**src/wgc_pkg.sv**
```systemverilog
// Constants and types of the waveform generator control register bank.
// Assumes an APB slave with a 32-bit data bus and one clock.
package wgc_pkg;

    // Byte offset of the single control register.
    localparam logic [11:0] WGC_CTRL0_OFFSET = 12'h000;

    // Width of the control register.
    localparam int WGC_REG_W = 8;

    // Field positions inside the control register.
    localparam int WGC_EN_POS = 7;
    localparam int WGC_OEB_POS = 6;
    localparam int WGC_OEA_POS = 5;
    localparam int WGC_POLB_POS = 4;
    localparam int WGC_POLA_POS = 3;
    localparam int WGC_CS_POS = 0;

    // Value of the control register after any reset.
    localparam logic [7:0] WGC_CTRL0_RESET = 8'h00;

    // Mask of the bits that software may change; bits 2 and 1 stay zero.
    localparam logic [7:0] WGC_CTRL0_WMASK = 8'hf9;

    // Number of output channels: index 0 primary, index 1 complementary.
    localparam int WGC_CHANNELS = 2;

    // Clock source encoding of the select bit.
    typedef enum logic
    {
        WGC_CLK_SYSTEM_OSC,
        WGC_CLK_INTERNAL_FAST_OSC
    } wgc_clk_src_t;

    // Layout of the control register.
    typedef struct packed
    {
        logic wave_gen_enable;
        logic complementary_out_pin_enable;
        logic primary_out_pin_enable;
        logic complementary_out_invert;
        logic primary_out_invert;
        logic [1:0] reserved;
        logic generator_clock_select;
    } wgc_ctrl0_t;

    // Controls handed to one output stage.
    typedef struct packed
    {
        logic run;
        logic invert;
        logic pin_enable;
    } wgc_stage_ctrl_t;

endpackage : wgc_pkg

```
**src/wgc_out_stage.sv**
```systemverilog
// One output stage: gating by the enable, polarity and pin enable.
// Assumes the raw waveform is synchronous to pclk.
`timescale 1ns/1ns
module wgc_out_stage
(
    input wire logic pclk,
    input wire logic presetn,
    input wire logic raw_wave,
    input wire wgc_pkg::wgc_stage_ctrl_t ctrl,
    output logic pin_out,
    output logic pin_oe
);
    import wgc_pkg::*;

    logic next_pin_out;

    // A stopped generator leaves only the idle level, which the invert bit still shapes.
    always_comb
    begin
        next_pin_out = (raw_wave & ctrl.run) ^ ctrl.invert;
    end

    // Pin level comes from a flip-flop so that it never glitches.
    always_ff @(posedge pclk or negedge presetn)
    begin
        if (!presetn)
        begin
            pin_out <= 1'b0;
        end
        else
        begin
            pin_out <= next_pin_out;
        end
    end

    // The stage drives its pin only while its pin enable is set.
    always_ff @(posedge pclk or negedge presetn)
    begin
        if (!presetn)
        begin
            pin_oe <= 1'b0;
        end
        else
        begin
            pin_oe <= ctrl.pin_enable;
        end
    end

endmodule : wgc_out_stage

```
**src/wgc_ctrl_reg0.sv**
```systemverilog
// Control register 0 of the complementary waveform generator, an APB slave.
// Assumes a single clock, APB inputs synchronous to pclk, raw waves from the core.
// The output stages add one cycle of latency from the register to the pins.
// Bits 2 and 1 are unimplemented and always read as zero.
`timescale 1ns/1ns
// Summary of operation
// - Enable bit 7 set runs the generator; clear holds it disabled.
// - Complementary output reaches its pin only while bit 6 is set.
// - Primary output reaches its pin only while bit 5 is set.
// - Bit 4 set inverts the complementary output; clear keeps normal polarity.
// - Bit 3 set inverts the primary output; clear keeps normal polarity.
module wgc_ctrl_reg0
#(
    parameter int ADDR_W = 12
)
(
    input wire logic pclk,
    input wire logic presetn,
    input wire logic psel,
    input wire logic penable,
    input wire logic pwrite,
    input wire logic [ADDR_W-1:0] paddr,
    input wire logic [31:0] pwdata,
    input wire logic [3:0] pstrb,
    output logic [31:0] prdata,
    output logic pready,
    output logic pslverr,
    input wire logic primary_output,
    input wire logic complementary_output,
    output logic wave_gen_enable,
    output wgc_pkg::wgc_clk_src_t generator_clock_select,
    output logic primary_pin,
    output logic primary_pin_oe,
    output logic complementary_pin,
    output logic complementary_pin_oe
);
    import wgc_pkg::*;

    // The decoder compares at least the register's word address bits.
    if (ADDR_W < 3 || ADDR_W > 32)
    begin : g_bad_addr_w
        $error("ADDR_W must lie between 3 and 32");
    end

    wgc_ctrl0_t ctrl0;
    logic hit;
    logic setup_rd;
    logic access;
    logic wr_ok;
    logic [WGC_CHANNELS-1:0] raw_wave;
    logic [WGC_CHANNELS-1:0] pin_out;
    logic [WGC_CHANNELS-1:0] pin_oe;
    wgc_stage_ctrl_t [WGC_CHANNELS-1:0] stage_ctrl;

    // Address decode and phase qualifiers of the APB transfer.
    // The offset is cast to the address width so that any address width decodes in full.
    // A write without the low byte strobe is accepted but leaves the register alone.
    assign hit = (paddr == ADDR_W'(WGC_CTRL0_OFFSET));
    assign setup_rd = psel && !penable && !pwrite;
    assign access = psel && penable;
    assign wr_ok = access && pwrite && hit && pstrb[0];

    // The slave never waits; an unmapped address ends in an error answer.
    assign pready = 1'b1;
    assign pslverr = access && !hit;

    // Register write: only the implemented bits change, reserved bits stay zero.
    always_ff @(posedge pclk or negedge presetn)
    begin
        if (!presetn)
        begin
            ctrl0 <= wgc_ctrl0_t'(WGC_CTRL0_RESET);
        end
        else if (wr_ok)
        begin
            ctrl0 <= wgc_ctrl0_t'(pwdata[WGC_REG_W-1:0] & WGC_CTRL0_WMASK);
        end
    end

    // Read data is captured in the setup cycle and held through the access phase.
    // Capturing early keeps the read multiplexer out of the access cycle's timing.
    always_ff @(posedge pclk or negedge presetn)
    begin
        if (!presetn)
        begin
            prdata <= 32'h00000000;
        end
        else if (setup_rd)
        begin
            prdata <= hit ? {24'h000000, ctrl0} : 32'h00000000;
        end
    end

    // Controls toward the generator core.
    assign wave_gen_enable = ctrl0.wave_gen_enable;
    assign generator_clock_select = wgc_clk_src_t'(ctrl0.generator_clock_select);

    // Channel 0 is the primary output, channel 1 the complementary one.
    assign raw_wave = {complementary_output, primary_output};
    assign stage_ctrl[0] = '{run: ctrl0.wave_gen_enable,
                             invert: ctrl0.primary_out_invert,
                             pin_enable: ctrl0.primary_out_pin_enable};
    assign stage_ctrl[1] = '{run: ctrl0.wave_gen_enable,
                             invert: ctrl0.complementary_out_invert,
                             pin_enable: ctrl0.complementary_out_pin_enable};

    // One identical output stage per channel.
    generate
        for (genvar ch = 0; ch < WGC_CHANNELS; ch++)
        begin : g_stage
            wgc_out_stage u_stage
            (
                .pclk(pclk),
                .presetn(presetn),
                .raw_wave(raw_wave[ch]),
                .ctrl(stage_ctrl[ch]),
                .pin_out(pin_out[ch]),
                .pin_oe(pin_oe[ch])
            );
        end
    endgenerate

    // Pin outputs of the two channels.
    // Pin enables ignore the generator enable, so a stopped generator still holds its idle level.
    assign primary_pin = pin_out[0];
    assign primary_pin_oe = pin_oe[0];
    assign complementary_pin = pin_out[1];
    assign complementary_pin_oe = pin_oe[1];
endmodule : wgc_ctrl_reg0

```
**config.mk**
```make
export PLATFORM = sky130hd
export DESIGN_NAME = wgc_ctrl_reg0
export DESIGN_NICKNAME = d
export VERILOG_FILES = /design/src/wgc_pkg.sv /design/src/wgc_out_stage.sv /design/src/wgc_ctrl_reg0.sv
export SDC_FILE = /design/constraint.sdc
export NUM_CORES = 1
export LEC_CHECK = 0
export ABC_AREA = 1
export BUFFER_PORTS_ARGS = -buffer_cell sky130_fd_sc_hd__buf_2
export CAP_MARGIN = 20
export CORE_UTILIZATION = 37
export CTS_BUF_LIST = sky130_fd_sc_hd__clkbuf_8
export DETAILED_ROUTE_END_ITERATION = 10
export PLACE_DENSITY = 0.82
export REMOVE_ABC_BUFFERS = 1
export SLEW_MARGIN = 0
export SYNTH_ARGS = -nofsm -noshare
export SYNTH_HDL_FRONTEND = slang
export SYNTH_SLANG_ARGS = --single-unit
```
**constraint.sdc**
```tcl
create_clock -name pclk -period 1 [get_ports pclk]
set_clock_uncertainty 0.15 [all_clocks]
set_input_delay 0 -clock pclk [delete_from_list [all_inputs] [get_ports pclk]]
set_output_delay 0 -clock pclk [all_outputs]
set_load 0.005 [all_outputs]
```
==> metrics.cfg, run 1 <==
[floorplanning]
dieArea_sq_um=2850
die_x_microns=53.4
start_util_pct=39.4
pin_count=95
coreArea_sq_um=2480
rows=18
die_h_microns=53.4

[placed_design]
port_buffers=38
place_inst=174
place.gp.congestion=0.702
place_ws_ns=-0.0631
hpwl_mm=1.38
placed_area_sq_um=1120

[power_and_ir_drop]
ir_drop_mv=0.703
p_leak_nw=0.748
p_total_w=0.00136
p_per_area_nw_per_um2=1070

[yosys]
synthTopCellsByArea=dfrtp_1 41%, buf_4 22%, nand2_1 10%
netlist_instances=105
synth_top_area_share_pct=41.0
synth.largest_area_cell=dfrtp_1
syn_area_sq_um=977
synth_warnings=0
ys_ff_latch=16
syn-mean-instance-area_sq_um=9.31
synth_seq_area_share_pct=41.0
ys_types=17

[layout]
stdcell_count=188
area_growth_pct=30.1
multi_input_area_sq_um=453
fin_nets=214
final_util_pct=51.3
drive_gt1_share_pct=39.9
filler_cell_count=253
seq_area_sq_um=400
design_area_sq_um=1270
diodes=0

[min_path]
min-delay-path-class=input pin to async pin

[routing]
drcViolationCount=0
wirelength_mm=1.64
wire_per_inst_microns=8.74
drt_iter0_drc=10
firstDrtPassIters=4
ant_nets=0
num_vias=754
viasPerCell=4.01

[setup_path]
path_class=register to output pin
path_cells=buf_2
worst_ep_arrival_time_ns=0.81
crit_slowest_cell=dfrtp_1
path_buf_inv=1
cpPeakStageDelay_ns=0.42
cp-end-kind=output pin
cp-start-kind=register
cp_data_required_time_ns=0.85
path_delay_family=flip-flops
path_max_fanout=5

[sta]
drv_slew=0
period_share_pct=95.9
timing.final.ws_setup_ns=0.0410
fin_crit_ns=0.959
rsz0062_at_grt=false
setup_viol=0
max_freq_ghz=1.04
hold_viol_final=0

[clocking]
clkSlewWorstSetupHoldPaths_ns=0.06
clockBufferDepth=2
ctsHtreeMaxLevel=1
cts_root_buffer=clkbuf_8
cts_tree=done
numCtsBuffers=3
insertion_delay_ns=0.24
cts_num_sinks=16

[global_route]
grt_util_all_layers_pct=12.2
grt_pass1_vias=597
grt_remaining_overflow=0
grt_max_degree=17
antenna_found_initial=0
grt_pass1_wl_mm=2.41

[job]
maxCapViolCount=0

[status]
status=finished, final reports clean

[Yosys cell counts (all sizes together)]
library cell / instances
a21oi: 1
and2: 1
buf: 28
conb: 2
dfrtp: 16
inv: 2
nand2: 31
nand3: 1
nand4: 6
nor2: 8
nor3: 1
o21ai: 6
xnor2: 2
[what timing repair did]
item / CTS / global route
hold endpoints to repair: 24 / 0
hold buffers: 9 / 0
setup endpoints to repair: 1 / 0
gates resized for setup: 0 / 0
buffers inserted: 1 / 0
[placed cells by master (no fill, tap or decap), drive strengths merged]
master / instances
xnor2: 2
dfrtp: 16
a21oi: 1
nand2: 31
conb: 27
dlygate4sd3: 9
nor3: 1
nand4: 6
nor2: 8
and2: 1
buf: 43
nand3: 1
inv: 2
o21ai: 6
clkbuf: 4
[cells by family (layout without fill, tap and decap cells)]
family          count (synthesis)  count (layout)  synth area share [%]
compound gates                  7               7                  5.89
xor+xnor                        2               2                  1.79
buf+inv                        30              58                  22.3
flops                          16              16                  41.0
other cells                     2              27                 0.769
simple gates                   48              48                  28.3
[flip-flops by register name, summed over array words and instances, names as in the netlist]
signal,count
prdata,6
g_stage.u_stage.pin_oe,2
wave_gen_enable,1
ctrl0,4
generator_clock_select,1
g_stage.u_stage.pin_out,2
[power by group]
part | switching [W] | leakage, nW | internal [W]
Clock | 0.000201 | 0.0288 | 0.000349
Combinational | 0.0000877 | 0.495 | 0.0000755
Sequential | 0.000000179 | 0.224 | 0.000648
[layout make-up]
| cell class | count | share of cell area, % |
|---|---|---|
| flip-flops and latches | 16 | 31.5 |
| inverters | 2 | 0.591 |
| multi-input cells | 84 | 35.6 |
| well taps | 30 | 2.95 |
| repair buffers | 52 | 25.0 |
| clock buffers | 4 | 4.33 |
[per-stage QoR]
stage / setup TNS (ns) / hold slack, ns
2_1_floorplan: 0 / -0.446
3_3_place_gp: -0.0983 / -0.233
3_5_place_dp: -0.456 / -0.226
4_1_cts: 0 / 0.0495
5_1_grt: 0 / 0.0664
6_report: 0 / 0.0395
[path summary, 6_finish.rpt]
check,from,to,slack [ns],depth (start not counted)
max in group asynchronous,presetn,g_stage[1].u_stage.pin_oe,0.41,2
worst max register to register,wave_gen_enable,g_stage[0].u_stage.pin_out,0.12,2
min in group pclk,pwrite,prdata[0],0.05,5
worst min register to register,ctrl0[6],g_stage[1].u_stage.pin_oe,0.26,0
worst min-delay path,presetn,prdata[0],0.04,2
worst max-delay path,wave_gen_enable,wave_gen_enable,0.04,1
[metal layers]
layer	track usage [%]	routed length [microns]
met2	22.1	804
met5	0	0
met4	9.21	40
met1	12.3	650
met3	1.72	148
(Power assumes the default switching activity.)
==> inputs of run 2 (changes only) <==
--- a/config.mk
+++ b/config.mk
@@ -5,10 +5,10 @@
 export SDC_FILE = /design/constraint.sdc
 export NUM_CORES = 1
 export LEC_CHECK = 0
-export ABC_AREA = 1
+export ABC_AREA = 0
 export BUFFER_PORTS_ARGS = -buffer_cell sky130_fd_sc_hd__buf_2
 export CAP_MARGIN = 20
-export CORE_UTILIZATION = 37
+export CORE_UTILIZATION = 36
 export CTS_BUF_LIST = sky130_fd_sc_hd__clkbuf_8
 export DETAILED_ROUTE_END_ITERATION = 10
 export PLACE_DENSITY = 0.82
==> run 2 against run 1 <==
- the flow now finishes with violations (negative setup slack)
- sequential power about the same
- sequential cell count did not move
- count of clock-buffer cells in the layout down 1
- via count shrank 10%
- sequential share of layout area is 1.2 points higher
- global-route usage increased by 0.98 points
- routed wire length fell by 1.2%
==> metrics.cfg, run 2 <==
[sta]
timing.final.ws_setup_ns=-0.0271
period_share_pct=103
max_freq_ghz=0.974
setup_viol=7
drv_slew=0
tns_ns=-0.0687
fin_crit_ns=1.03
rsz0062_at_grt=true
hold_viol_final=0

[yosys]
synth_warnings=0
synth_common_cells=27 x buf_4, 16 x dfrtp_1, 14 x nand2_1
syn-mean-instance-area_sq_um=10.9
synthSimpleGateAreaFrac_pct=19.3
synth_edf_count=0
muxShareOfSynthArea_pct=7.48
netlist_instances=83
ys.flop_type=dfrtp_1
synth.largest_area_cell=dfrtp_1
synth_top_family_by_area=buffers and inverters
ys_types=16
synth_compound_area_share_pct=3.32
syn_area_sq_um=903
synth_fa_ha_area_share_pct=0
synthXorXnorAreaFrac_pct=1.94
ys_ff_latch=16
async_reset_ff_share_pct=100
synth_seq_area_share_pct=44.3
yosysMostFrequentCell=buf_4
synthTopCellsByArea=dfrtp_1 44%, buf_4 22%, nor4_4 7.1%
synth_top_area_share_pct=44.3

[power_and_ir_drop]
switching_power_w=0.000268
p_leak_nw=0.657
internal-power_w=0.000999
swShare_pct=21.2
clockPowerShare_pct=35.7
p_seq_share_pct=51.1
combPwrFrac_pct=13.2
p_per_area_nw_per_um2=1030
ir_drop_mv=0.528

[min_path]
min-delay-path-class=input pin to register

[layout]
drive_gt1_share_pct=45.1
largest_register=prdata
top_regs=prdata (6), ctrl0 (4)
fin_nets=190
final_cell_mix=33 x buf_2, 27 x conb_1, 16 x dfrtp_1
area_growth_pct=35.7
diodes=0
largest_reg_flops=6
final_common_cell=buf_2

[floorplanning]
rows=17
pin_count=95
die_h_microns=52.1
die_x_microns=52.1
dieArea_sq_um=2710
coreArea_sq_um=2300
start_util_pct=39.3

[routing]
wirelength_mm=1.62
viasPerCell=4.20
firstDrtPassIters=4
drt_iter0_drc=6
num_vias=676
drcViolationCount=0
ant_nets=0
wire_per_inst_microns=10.1

[setup_path]
r2r_slack_ns=0.06
cp-start-kind=input pin
cp_data_required_time_ns=0.97
worstReg2RegEnd=wave_gen_enable
r2r_cells=1
r2r-start=wave_gen_enable
cp-end-kind=register
worst_ep_arrival_time_ns=1.00
path_max_fanout=6
path_class=input pin to register
endpoint=wave_gen_enable
cp-startpoint=paddr[8]

[global_route]
grt_pass1_wl_mm=2.53
grt_util_met3_pct=4.68
grt_max_degree=17
grt_pass1_vias=588
antenna_found_initial=0
grt_util_met2_pct=20.9
grt-busiest-layer=met2
gr-usage-met1_pct=15.5
grt_remaining_overflow=0
grt_util_all_layers_pct=13.2

[status]
violations=negative setup slack
status=finished with violations

[clocking]
clkSlewWorstSetupHoldPaths_ns=0.06
cts_root_buffer=clkbuf_8
insertion_delay_ns=0.24
ctsHtreeMaxLevel=1
cts_tree=done
clockBufferDepth=2
numCtsBuffers=3
cts_num_sinks=16

[placed_design]
place_ws_ns=-0.300
hpwl_mm=1.26
place.gp.congestion=0.720
port_buffers=38

[job]
maxCapViolCount=0

==> run 2: cell families (layout without fill, tap and decap cells) <==
group                     after synthesis  in the layout
AOI/OAI and AO/OA                       6              6
muxes                                   6              6
buffers and inverters                  28             53
xor gates and xnor gates                2              2
and+or+nand+nor                        23             23
DFF                                    16             16
other                                   2             27
==> run 2: layout make-up <==
type / instances / area (sq um)
Sequential cell: 16 / 400
Tap cell: 28 / 35.0
Timing Repair Buffer: 50 / 334
Clock buffer: 3 / 41.3
Fill cell: 211 / 1070
Multi-Input combinational cell: 64 / 415
==> run 2: how the worst min path moves through the flow <==
stage | startpoint | to | slack, ns | cells after the start
3_5_place_dp | presetn | ctrl0[4] | -0.23 | 1
5_1_grt | paddr[1] | wave_gen_enable | 0.02 | 4
3_3_place_gp | presetn | ctrl0[3] | -0.24 | 1
4_1_cts | paddr[1] | ctrl0[3] | 0.02 | 4
6_report | paddr[1] | ctrl0[3] | 0.02 | 4
2_1_floorplan | presetn | ctrl0[3] | -0.45 | 0
==> run 2: power by group through the flow <==
stage / Clock (W) / Combinational (W) / Sequential (W)
after floorplan: 0 / 0.0000410 / 0.000660
after global placement: 0 / 0.000120 / 0.000660
after detailed placement: 0 / 0.000123 / 0.000660
after CTS: 0.000460 / 0.000160 / 0.000648
after global routing: 0.000512 / 0.000188 / 0.000648
final: 0.000452 / 0.000167 / 0.000648
==> run 2: metal layers <==
| layer | up-vias | part of all wire, % |
|---|---|---|
| li1 | 321 | - |
| met2 | 41 | 52 |
| met3 | 2 | 7.4 |
| met5 | - | 0 |
| met1 | 312 | 40 |
| met4 | 0 | 1.0 |
==> run 2: through the flow <==
| stage | instance area (sq um) | total power, W | cells | hold slack (ns) | util [%] |
|---|---|---|---|---|---|
| 6_report | 1230 | 0.00127 | 161 | 0.0230 | 53.4 |
| 5_1_grt | 1230 | 0.00135 | 161 | 0.0237 | 53.4 |
| 4_1_cts | 1200 | 0.00127 | 161 | 0.0233 | 52.3 |
| 3_5_place_dp | 1030 | 0.000783 | 148 | -0.227 | 44.9 |
| 3_3_place_gp | 1030 | 0.000780 | 148 | -0.238 | 44.9 |
| 2_1_floorplan | 791 | 0.000701 | 80 | -0.446 | - |
==> run 2: timing repair <==
item	4_1_cts	5_1_grt
setup buffers	1	0
endpoints found under the setup margin	7	13
gates resized for setup	12	5
hold buffers	9	0
hold endpoints to repair	24	0
pin swaps	6	2
==> run 2: critical path, stage by stage <==
cell and delay (ns):
buf_6 0.09, nor4_4 0.35, nand4_4 0.21, mux2_4 0.34
